### src/cdh_params.svh
// Register map, field positions, reset values and timing counts
`ifndef CDH_PARAMS_SVH
`define CDH_PARAMS_SVH

// ----------------------------------------------------------------
// Register offsets
// ----------------------------------------------------------------
`define CDH_ADDR_FORCED 8'h20
`define CDH_ADDR_HP_STATUS 8'h21
`define CDH_ADDR_INHIBIT 8'h48
`define CDH_ADDR_DEGLITCH 8'h56
`define CDH_ADDR_RAW_B 8'h6A
`define CDH_ADDR_HP_CTRL 8'h6C
`define CDH_ADDR_RAW_A 8'h6F

// ----------------------------------------------------------------
// Field positions
// ----------------------------------------------------------------
`define CDH_BIT_FORCED_A 7
`define CDH_BIT_FORCED_B 6
`define CDH_BIT_HP_STATUS_A 3
`define CDH_BIT_HP_STATUS_B 2
`define CDH_BIT_INHIBIT 6
`define CDH_BIT_BYPASS 7
`define CDH_LSB_TIME 0
`define CDH_MSB_TIME 6
`define CDH_LSB_DELAY 4
`define CDH_MSB_DELAY 7
`define CDH_LSB_POLICY 1
`define CDH_MSB_POLICY 2
`define CDH_BIT_OVERRIDE 0
`define CDH_BIT_RAW_A 0
`define CDH_BIT_RAW_B 7

// ----------------------------------------------------------------
// Reset values
// ----------------------------------------------------------------
`define CDH_RST_FORCED 1'b1
`define CDH_RST_INHIBIT 1'b0
`define CDH_RST_BYPASS 1'b0
`define CDH_RST_TIME 7'h58
`define CDH_RST_OVERRIDE 1'b0
`define CDH_RST_POLICY 2'h1
`define CDH_RST_DELAY 4'hA

// ----------------------------------------------------------------
// Timing
// ----------------------------------------------------------------
`define CDH_CLK_PERIOD_NS 4
`define CDH_DEGLITCH_UNIT_NS 47
`define CDH_DEGLITCH_UNIT_CYCLES \
    ((`CDH_DEGLITCH_UNIT_NS + `CDH_CLK_PERIOD_NS - 1) / `CDH_CLK_PERIOD_NS)
`define CDH_DELAY_STEP_MS 100
`define CDH_DELAY_STEP_CYCLES \
    ((`CDH_DELAY_STEP_MS * 1000000) / `CDH_CLK_PERIOD_NS)

`endif

### src/cdh_pkg.sv
// Types shared by the cable detect and hot plug logic
package cdh_pkg;

    typedef enum logic [1:0] {
        CDH_POL_ID = 2'h0,
        CDH_POL_CABLE = 2'h1,
        CDH_POL_ID_RAW = 2'h2,
        CDH_POL_ID_RAW_FORCED = 2'h3
    } cdh_policy_t;

    typedef enum logic [2:0] {
        CDH_FILT_LOW = 3'b001,
        CDH_FILT_COUNT = 3'b010,
        CDH_FILT_HIGH = 3'b100
    } cdh_filt_state_t;

endpackage

### src/cdh_deglitch.sv
// Persistence filter for one power-sense input
`timescale 1ns/10ps
module cdh_deglitch #(
    parameter int UNIT_CYCLES = 12,
    parameter int TIME_W = 7
) (
    // Clock and reset
    input wire logic i_ref_clk,
    input wire logic i_resetn,
    // Control
    input wire logic i_bypass,
    input wire logic [TIME_W-1:0] i_time,
    // Sense in, filtered out
    input wire logic i_sense,
    output logic o_filtered
);
    import cdh_pkg::*;

    localparam int CYC_W = (UNIT_CYCLES > 1) ? $clog2(UNIT_CYCLES) : 1;
    localparam logic [CYC_W-1:0] CYC_LAST = CYC_W'(UNIT_CYCLES - 1);

    generate
        if (UNIT_CYCLES < 1 || TIME_W < 1) begin : g_bad
            $error("cdh_deglitch: UNIT_CYCLES and TIME_W must be >= 1");
        end
    endgenerate

    cdh_filt_state_t state_reg, state_next;
    logic [CYC_W-1:0] cyc_reg, cyc_next;
    logic [TIME_W-1:0] unit_reg, unit_next;
    logic prev_reg, prev_next;
    logic filt_reg, filt_next;
    logic changed;

    // ------------------------------------------------------------
    // Next state
    // ------------------------------------------------------------
    always_comb begin
        changed = i_sense != prev_reg;
        state_next = state_reg;
        cyc_next = cyc_reg;
        unit_next = unit_reg;
        prev_next = i_sense;
        if (changed) begin
            // Any edge drops the output when not bypassed and restarts the wait
            cyc_next = '0;
            unit_next = '0;
            state_next = i_sense ? CDH_FILT_COUNT : CDH_FILT_LOW;
        end else begin
            case (state_reg)
                CDH_FILT_LOW: begin
                    if (i_sense) begin
                        state_next = CDH_FILT_COUNT;
                        cyc_next = '0;
                        unit_next = '0;
                    end
                end
                CDH_FILT_COUNT: begin
                    // One unit is UNIT_CYCLES reference clock cycles
                    if (unit_reg == i_time) begin
                        state_next = CDH_FILT_HIGH;
                    end else if (cyc_reg == CYC_LAST) begin
                        cyc_next = '0;
                        unit_next = unit_reg + 1'b1;
                    end else begin
                        cyc_next = cyc_reg + 1'b1;
                    end
                end
                CDH_FILT_HIGH: begin
                    state_next = CDH_FILT_HIGH;
                end
                default: begin
                    state_next = CDH_FILT_LOW;
                end
            endcase
        end
        // Bypass passes the sense level straight through
        filt_next = i_bypass ? i_sense : (state_next == CDH_FILT_HIGH);
    end

    // ------------------------------------------------------------
    // Registers
    // ------------------------------------------------------------
    always_ff @(posedge i_ref_clk) begin
        if (!i_resetn) begin
            state_reg <= CDH_FILT_LOW;
            cyc_reg <= '0;
            unit_reg <= '0;
            prev_reg <= 1'b0;
            filt_reg <= 1'b0;
        end else begin
            state_reg <= state_next;
            cyc_reg <= cyc_next;
            unit_reg <= unit_next;
            prev_reg <= prev_next;
            filt_reg <= filt_next;
        end
    end

    assign o_filtered = filt_reg;

endmodule // cdh_deglitch

### src/cdh_hotplug_top.sv
// Cable detect filtering, receiver reset and hot plug control
`timescale 1ns/10ps
`include "cdh_params.svh"
module cdh_hotplug_top #(
    parameter int STEP_CYCLES = `CDH_DELAY_STEP_CYCLES,
    parameter int UNIT_CYCLES = `CDH_DEGLITCH_UNIT_CYCLES
) (
    // Clock and reset
    input wire logic i_ref_clk,
    input wire logic i_resetn,
    // Register port
    input wire logic [7:0] i_reg_addr,
    input wire logic i_reg_wr,
    input wire logic [7:0] i_reg_wdata,
    output logic [7:0] o_reg_rdata,
    // Power-sense pins and identification enables
    input wire logic i_port_a_power_sense,
    input wire logic i_port_b_power_sense,
    input wire logic i_id_active_a,
    input wire logic i_id_active_b,
    input wire logic i_port_sel_b,
    // Hot plug open-drain pins
    output logic o_hotplug_out_a_o,
    output logic o_hotplug_out_a_oe,
    output logic o_hotplug_out_b_o,
    output logic o_hotplug_out_b_oe,
    // Status
    output logic o_cable_present_filt_a,
    output logic o_cable_present_filt_b,
    output logic o_rx_section_reset
);
    import cdh_pkg::*;

    // Step counter wide enough for one whole delay step
    localparam int STEP_W = $clog2(STEP_CYCLES + 1);
    localparam logic [STEP_W-1:0] STEP_LAST = STEP_W'(STEP_CYCLES - 1);

    // Refuse counts that would leave a counter with no cycles
    generate
        if (STEP_CYCLES < 1 || UNIT_CYCLES < 1) begin : g_bad
            $error("cdh_hotplug_top: cycle counts must be >= 1");
        end
    endgenerate

    // ------------------------------------------------------------
    // Decision for one port
    // ------------------------------------------------------------
    function automatic logic hp_decide(
        input logic override_en,
        input cdh_policy_t policy,
        input logic forced,
        input logic id_active,
        input logic delayed
    );
        logic res;
        res = 1'b0;
        // Override wins over every automatic policy
        if (override_en) begin
            res = forced;
        end else begin
            case (policy)
                CDH_POL_ID: res = id_active;
                CDH_POL_CABLE: res = delayed;
                CDH_POL_ID_RAW: res = id_active & delayed;
                CDH_POL_ID_RAW_FORCED: begin
                    res = id_active & delayed & forced;
                end
                default: res = 1'b0;
            endcase
        end
        return res;
    endfunction

    // ------------------------------------------------------------
    // Control registers
    // ------------------------------------------------------------
    // Per-port pairs: bit 0 is port A, bit 1 is port B
    logic [1:0] forced_reg, forced_next;
    logic inhibit_reg, inhibit_next;
    logic bypass_reg, bypass_next;
    logic [6:0] time_reg, time_next;
    logic override_reg, override_next;
    cdh_policy_t policy_reg, policy_next;
    logic [3:0] delay_reg, delay_next;
    logic [7:0] rdata_reg, rdata_next;

    logic [1:0] sense;
    logic [1:0] id_active;
    logic [1:0] filt;
    logic [1:0] hp_assert;

    assign sense = {i_port_b_power_sense, i_port_a_power_sense};
    assign id_active = {i_id_active_b, i_id_active_a};

    always_comb begin
        forced_next = forced_reg;
        inhibit_next = inhibit_reg;
        bypass_next = bypass_reg;
        time_next = time_reg;
        override_next = override_reg;
        policy_next = policy_reg;
        delay_next = delay_reg;

        // Writes land at the edge that samples the strobe
        if (i_reg_wr) begin
            case (i_reg_addr)
                `CDH_ADDR_FORCED: begin
                    forced_next[0] = i_reg_wdata[`CDH_BIT_FORCED_A];
                    forced_next[1] = i_reg_wdata[`CDH_BIT_FORCED_B];
                end
                `CDH_ADDR_INHIBIT: begin
                    inhibit_next = i_reg_wdata[`CDH_BIT_INHIBIT];
                end
                `CDH_ADDR_DEGLITCH: begin
                    bypass_next = i_reg_wdata[`CDH_BIT_BYPASS];
                    time_next = i_reg_wdata[`CDH_MSB_TIME:`CDH_LSB_TIME];
                end
                // Override, policy and delay share one register
                `CDH_ADDR_HP_CTRL: begin
                    override_next = i_reg_wdata[`CDH_BIT_OVERRIDE];
                    policy_next = cdh_policy_t'(
                        i_reg_wdata[`CDH_MSB_POLICY:`CDH_LSB_POLICY]);
                    delay_next = i_reg_wdata[`CDH_MSB_DELAY:`CDH_LSB_DELAY];
                end
                default: begin
                end
            endcase
        end

        // Read data, unmapped offsets and reserved bits read zero
        rdata_next = 8'h00;
        case (i_reg_addr)
            `CDH_ADDR_FORCED: begin
                rdata_next[`CDH_BIT_FORCED_A] = forced_reg[0];
                rdata_next[`CDH_BIT_FORCED_B] = forced_reg[1];
            end
            `CDH_ADDR_HP_STATUS: begin
                rdata_next[`CDH_BIT_HP_STATUS_A] = hp_assert[0];
                rdata_next[`CDH_BIT_HP_STATUS_B] = hp_assert[1];
            end
            `CDH_ADDR_INHIBIT: rdata_next[`CDH_BIT_INHIBIT] = inhibit_reg;
            `CDH_ADDR_DEGLITCH: begin
                rdata_next[`CDH_BIT_BYPASS] = bypass_reg;
                rdata_next[`CDH_MSB_TIME:`CDH_LSB_TIME] = time_reg;
            end
            `CDH_ADDR_HP_CTRL: begin
                rdata_next[`CDH_BIT_OVERRIDE] = override_reg;
                rdata_next[`CDH_MSB_POLICY:`CDH_LSB_POLICY] = policy_reg;
                rdata_next[`CDH_MSB_DELAY:`CDH_LSB_DELAY] = delay_reg;
            end
            // Raw detect bits read the pin level, unfiltered
            `CDH_ADDR_RAW_A: rdata_next[`CDH_BIT_RAW_A] = sense[0];
            `CDH_ADDR_RAW_B: rdata_next[`CDH_BIT_RAW_B] = sense[1];
            default: rdata_next = 8'h00;
        endcase
    end

    // Reset values follow the register map
    always_ff @(posedge i_ref_clk) begin
        if (!i_resetn) begin
            forced_reg <= {2{`CDH_RST_FORCED}};
            inhibit_reg <= `CDH_RST_INHIBIT;
            bypass_reg <= `CDH_RST_BYPASS;
            time_reg <= `CDH_RST_TIME;
            override_reg <= `CDH_RST_OVERRIDE;
            policy_reg <= cdh_policy_t'(`CDH_RST_POLICY);
            delay_reg <= `CDH_RST_DELAY;
            rdata_reg <= 8'h00;
        end else begin
            forced_reg <= forced_next;
            inhibit_reg <= inhibit_next;
            bypass_reg <= bypass_next;
            time_reg <= time_next;
            override_reg <= override_next;
            policy_reg <= policy_next;
            delay_reg <= delay_next;
            rdata_reg <= rdata_next;
        end
    end

    // Read data follows the address one cycle late
    assign o_reg_rdata = rdata_reg;

    // ------------------------------------------------------------
    // Per-port filter, delay and decision
    // ------------------------------------------------------------
    // One filter, delay counter and decision per port
    generate
        for (genvar p = 0; p < 2; p++) begin : g_port
            // Step counter, whole steps elapsed and decision
            logic [STEP_W-1:0] cyc_reg, cyc_next;
            logic [3:0] steps_reg, steps_next;
            logic hp_reg, hp_next;
            logic src;
            logic delayed;

            // Counted in reference clocks so timing holds in any mode
            cdh_deglitch #(
                .UNIT_CYCLES(UNIT_CYCLES),
                .TIME_W(7)
            ) u_deglitch (
                .i_ref_clk(i_ref_clk),
                .i_resetn(i_resetn),
                .i_bypass(bypass_reg),
                .i_time(time_reg),
                .i_sense(sense[p]),
                .o_filtered(filt[p])
            );

            always_comb begin
                // Policy 01 waits on the filtered detect, others on raw
                src = (policy_reg == CDH_POL_CABLE) ? filt[p] : sense[p];
                cyc_next = cyc_reg;
                steps_next = steps_reg;
                if (!src) begin
                    cyc_next = '0;
                    steps_next = '0;
                end else if (steps_reg < delay_reg) begin
                    if (cyc_reg == STEP_LAST) begin
                        cyc_next = '0;
                        steps_next = steps_reg + 1'b1;
                    end else begin
                        cyc_next = cyc_reg + 1'b1;
                    end
                end

                // Delay met only while the source still stands high
                delayed = src && (steps_reg >= delay_reg);
                // Decided every cycle; the pin follows at the next edge
                hp_next = hp_decide(override_reg, policy_reg, forced_reg[p],
                                    id_active[p], delayed);
            end

            // Counters and decision register together
            always_ff @(posedge i_ref_clk) begin
                if (!i_resetn) begin
                    cyc_reg <= '0;
                    steps_reg <= '0;
                    hp_reg <= 1'b0;
                end else begin
                    cyc_reg <= cyc_next;
                    steps_reg <= steps_next;
                    hp_reg <= hp_next;
                end
            end

            assign hp_assert[p] = hp_reg;
        end
    endgenerate

    // ------------------------------------------------------------
    // Pins and receiver reset
    // ------------------------------------------------------------
    // Receiver reset follows the selected port only
    logic rx_rst_reg, rx_rst_next;

    always_comb begin
        // Selected port's filtered sense gates the receiver
        rx_rst_next = !inhibit_reg &&
                      !(i_port_sel_b ? filt[1] : filt[0]);
    end

    always_ff @(posedge i_ref_clk) begin
        if (!i_resetn) begin
            rx_rst_reg <= 1'b0;
        end else begin
            rx_rst_reg <= rx_rst_next;
        end
    end

    // Drive only low; the external pull-up makes the high level
    assign o_hotplug_out_a_o = 1'b0;
    assign o_hotplug_out_b_o = 1'b0;
    assign o_hotplug_out_a_oe = !hp_assert[0];
    assign o_hotplug_out_b_oe = !hp_assert[1];

    // Status straight from the filters and the reset register
    assign o_cable_present_filt_a = filt[0];
    assign o_cable_present_filt_b = filt[1];
    assign o_rx_section_reset = rx_rst_reg;

endmodule // cdh_hotplug_top

### config.mk
export PLATFORM = sky130hd
export DESIGN_NAME = cdh_hotplug_top
export DESIGN_NICKNAME = d
export VERILOG_FILES = /design/src/cdh_pkg.sv /design/src/cdh_deglitch.sv /design/src/cdh_hotplug_top.sv
export VERILOG_INCLUDE_DIRS = /design/src
export SDC_FILE = /design/constraint.sdc
export NUM_CORES = 1
export LEC_CHECK = 0
export BUFFER_PORTS_ARGS = -buffer_cell sky130_fd_sc_hd__buf_2
export CAP_MARGIN = 5
export CORE_MARGIN = 2
export CORE_UTILIZATION = 55
export DETAILED_ROUTE_END_ITERATION = 16
export GPL_TIMING_DRIVEN = 0
export PLACE_DENSITY = 0.84
export SLEW_MARGIN = 5
export SYNTH_ARGS = -nofsm -noshare
export SYNTH_HDL_FRONTEND = slang
export SYNTH_SLANG_ARGS = --single-unit
### constraint.sdc
create_clock -name i_ref_clk -period 4.75 [get_ports i_ref_clk]
set_input_delay 1.1875 -clock i_ref_clk [delete_from_list [all_inputs] [get_ports i_ref_clk]]
set_output_delay 1.1875 -clock i_ref_clk [all_outputs]
set_load 0.02 [all_outputs]
==> results_dict.tcl <==
set metrics [dict create \
    slowest_stage "sky130_fd_sc_hd__nor4_1" \
    grt_antenna_before_repair 0 \
    final_critical_delay_including_setup_and_external_delays_ps 2670 \
    yosys.area.top_type "sky130_fd_sc_hd__dfxtp_1" \
    ir_drop_v 0.0004076 \
    largest_net_degree_at_the_start_of_global_routing 17 \
    start_kind "input pin" \
    boundaryPins 39 \
    holdCritPathClass "flop to flop" \
    cp-end-kind "flop" \
    tns_ps 0 \
    die-area_um2 11950 \
    yosysTopAreaCellShare 0.3906 \
    floorplan.die.height_um 109.3 \
    cellInternalPower_mw 1.795 \
    final_core_utilization 0.6490 \
    route.detailed.vias_per_inst 6.245 \
    power_frac_comb 0.037 \
    cell_area_after_synthesis_um2 6098 \
    synth-warning-count 0 \
    timing.reg2reg.setup_slack_ps 2150 \
    synth.mux.area_fraction 0.01375 \
    initial_core_util 0.5626 \
    worst_margin_slew_ps 923.3 \
    switching_share 0.2326 \
    place_area_um2 6447 \
    relSlewSlack 0.3788 \
    finalCritPeriodShare 0.5621 \
    hold_slack_ps 485.7 \
    final-setup-viol-count 0 \
    maxCapViolCount 0 \
    grt_use_total 0.2719 \
    hold_path_depth 2 \
    post-cts-setup-buffer-count 0 \
    fillerInstances 849 \
    total_leakage_power_nw 2.383 \
    fin_cells 942 \
    drtIter0Drc 432 \
    whs_endpoint "g_port[0].cyc_reg[21]" \
    timing_max_transition_violations_final 0 \
    cts_made_buffers 17 \
    power-per-cell-area_nw_per_um2 332.4 \
    antenna_diodes 0 \
    synth_top_family_by_area "simple AND/OR/NAND/NOR gates" \
    cts_hold_buf 0 \
    cts_tree "built" \
    synthDistinctLibCells 67 \
    final_cell_area_um2 7036 \
    finish.net_count 829 \
    route.vias.total 5883 \
    place_worst_setup_slack_ps 1509 \
    clock_tree.htree_level_count 4 \
    port_buffers 34 \
    place.detailed.instances 910 \
    clock_power_share 0.531 \
    cts_root_buf "sky130_fd_sc_hd__clkbuf_8" \
    postRouteWirelength_um 15390 \
    largest_register_ffs 50 \
    finalClockSkew_ps 9.125 \
    post_route_cells_drive_above_1_share 0.1185 \
    netlist_instances 735 \
    postSynthAreaPerCell_um2 8.297 \
    hold_violations 0 \
    max_clock_freq_ghz 0.3746 \
    synth_async_sr_flop_share 0 \
    cts_resized 0 \
    num_rows 38 \
    clk_pin_slew_ps 60 \
    first_global_vias 5686 \
    insertion_delay_ps 530 \
    critical_path.max_fanout 10 \
    wire_length_of_the_first_global_routing_pass_um 25640 \
    globalRoute.totalOverflow 0 \
    flop_pwr_share 0.432 \
    synth-edff-count 0 \
    design.core.area_um2 10840 \
    worst_r2r_path_depth 8 \
    cp.buffers_inverters 2 \
    clock_sinks 119 \
    synth_simple_gate_area_share 0.3221 \
    synth_seq_cells 119 \
    post_drt_wl_per_cell_um 16.33 \
    die_w_um 109.3 \
    post_synth_xor_area_fraction 0.07755 \
    synth.top_cells.by_area "sky130_fd_sc_hd__dfxtp_1, sky130_fd_sc_hd__xnor2_1, sky130_fd_sc_hd__nand3_1, sky130_fd_sc_hd__nand2_1, sky130_fd_sc_hd__a21oi_1" \
    crit_path_max_incr_delay_ps 710 \
    netSwitchingPower_mw 0.5440 \
    drt.antenna.violating_nets 0 \
    failed_checks "DRC" \
    timing.rr.end "g_port[0].cyc_reg[19]" \
    largest_delay_share_family_worst_path "simple AND/OR/NAND/NOR gates" \
    rsz0062_at_grt "false" \
    main_synth_ff_type "sky130_fd_sc_hd__dfxtp_1" \
    worstPathCellList "buf_2 > or2_2 > nor4_1 > clkbuf_1 > a22oi_1 > nor2_1" \
    timing_worst_setup_path_type "input pin to flop" \
    fin_ws_ps 2080 \
    post_synth_fa_ha_maj_area_fraction 0.03283 \
    maximum_number_of_buffers_from_clock_root_to_sink 2 \
    finalPower_mw 2.339 \
    place_hpwl_um 10870 \
    synth-compound-area-share 0.1276 \
    drc_errors 1 \
    min_from "g_port[0].cyc_reg[21]" \
    syn2layout_area_growth_pct 15.37 \
    cp.arrival_ps 3110 \
    critical_path_required_ps 5190 \
    timing.rr.start "delay_reg[3]" \
    synth_sequential_area_ratio 0.3906 \
    drt_pass1_iterations 11 \
    gp_congestion 0.9123 \
    outcome "finished, violations left" \
]
[tightest hold or removal path: stages, from the launching register on]
cell and delay [ps]:
sky130_fd_sc_hd__dfxtp_1 320, sky130_fd_sc_hd__o31ai_1 60, sky130_fd_sc_hd__a21oi_1 60
[worst max-delay path by stage]
stage	start	to	slack, ps	cells after the start
after floorplan	i_port_a_power_sense	g_port[0].u_deglitch.unit_reg[0]	2140	7
after global placement	i_reg_addr[3]	time_reg[4]	1560	6
after detailed placement	i_reg_addr[3]	time_reg[3]	1510	6
after CTS	i_reg_addr[3]	time_reg[3]	2070	6
after global routing	delay_reg[3]	g_port[0].cyc_reg[19]	1910	8
final	i_reg_addr[1]	o_reg_rdata[1]	2080	6
[power by group through the flow]
stage          logic [mW]  registers (mW)  clock network, mW
2_1_floorplan      0.0516            1.03                  0
3_5_place_dp       0.0824            1.03                  0
6_report           0.0857            1.01               1.24
4_1_cts            0.0835            1.01               1.25
5_1_grt            0.0939            1.01               1.30
3_3_place_gp       0.0795            1.03                  0
[final cells by class]
type | instances | area, um^2 | area share
clock buffers | 18 | 427.9 | 0.06082
clock inverters | 14 | 153.9 | 0.02187
flip-flops and latches | 119 | 2382 | 0.3386
well taps | 140 | 175.2 | 0.02490
plain buffers | 31 | 130.1 | 0.01850
multi-input cells | 564 | 3513 | 0.4994
inverters | 22 | 82.58 | 0.01174
repair buffers | 34 | 170.2 | 0.02419
[per-layer routing]
metal  track usage  share of wire  vias up
met1        0.2957           0.39     2796
li1              -              -     2792
met2        0.4894           0.52      253
met4        0.1365          0.030        0
met3       0.06817          0.062       42
met5             0              0        -
[synth_stat cells (2+ instances only)]
master,count
sky130_fd_sc_hd__or4_1,15
sky130_fd_sc_hd__xor2_1,10
sky130_fd_sc_hd__o211ai_1,5
sky130_fd_sc_hd__o22ai_1,2
sky130_fd_sc_hd__a221oi_1,2
sky130_fd_sc_hd__a21boi_0,3
sky130_fd_sc_hd__nor2b_1,7
sky130_fd_sc_hd__nor3b_1,5
sky130_fd_sc_hd__nor4_1,25
sky130_fd_sc_hd__o21ai_0,22
sky130_fd_sc_hd__buf_2,5
sky130_fd_sc_hd__ha_1,16
sky130_fd_sc_hd__and4_2,2
sky130_fd_sc_hd__a21oi_1,49
sky130_fd_sc_hd__a31oi_1,6
sky130_fd_sc_hd__o31ai_1,10
sky130_fd_sc_hd__inv_1,22
sky130_fd_sc_hd__and4_1,8
sky130_fd_sc_hd__a211oi_1,2
sky130_fd_sc_hd__nand3b_1,5
sky130_fd_sc_hd__nand4b_1,3
sky130_fd_sc_hd__buf_1,3
sky130_fd_sc_hd__a21o_1,4
sky130_fd_sc_hd__and2_1,7
sky130_fd_sc_hd__or3b_2,4
sky130_fd_sc_hd__mux2i_1,5
sky130_fd_sc_hd__dfxtp_1,119
sky130_fd_sc_hd__nand4bb_1,2
sky130_fd_sc_hd__nor2_1,61
sky130_fd_sc_hd__nor3_1,11
sky130_fd_sc_hd__or2_2,4
sky130_fd_sc_hd__clkbuf_1,21
sky130_fd_sc_hd__a22oi_1,7
sky130_fd_sc_hd__nand4_1,21
sky130_fd_sc_hd__and3_1,10
sky130_fd_sc_hd__mux2_2,3
sky130_fd_sc_hd__xnor2_1,44
sky130_fd_sc_hd__nor4b_1,5
sky130_fd_sc_hd__nand2b_1,9
sky130_fd_sc_hd__buf_4,2
sky130_fd_sc_hd__nand3_1,65
sky130_fd_sc_hd__nand2_1,68
sky130_fd_sc_hd__or3_1,12
[cells in the final DEF, fill, tap and decap left out, drive strengths merged, types with 7 or more instances in the layout]
cell type / n
xnor2: 44
nand3: 65
dfxtp: 119
or4: 16
or3: 12
nor2: 61
inv: 22
nor3: 11
and2: 8
nor4: 26
ha: 16
and3: 10
a22oi: 7
o21ai: 23
xor2: 10
nand2b: 9
and4: 10
o31ai: 10
nand4: 23
nand2: 68
clkbuf: 39
buf: 44
nor2b: 7
a21oi: 49
[kinds of logic (layout without fill, tap and decap cells)]
| family | Yosys count | in the layout |
|---|---|---|
| buffers and inverters | 53 | 119 |
| AOI/OAI and AO/OA | 126 | 126 |
| and+or+nand+nor | 358 | 358 |
| muxes | 8 | 8 |
| DFF | 119 | 119 |
| other | 1 | 2 |
| xor gates and xnor gates | 54 | 54 |
| adders and majority gates | 16 | 16 |
No activity file was read; power rests on OpenSTA's default activity.
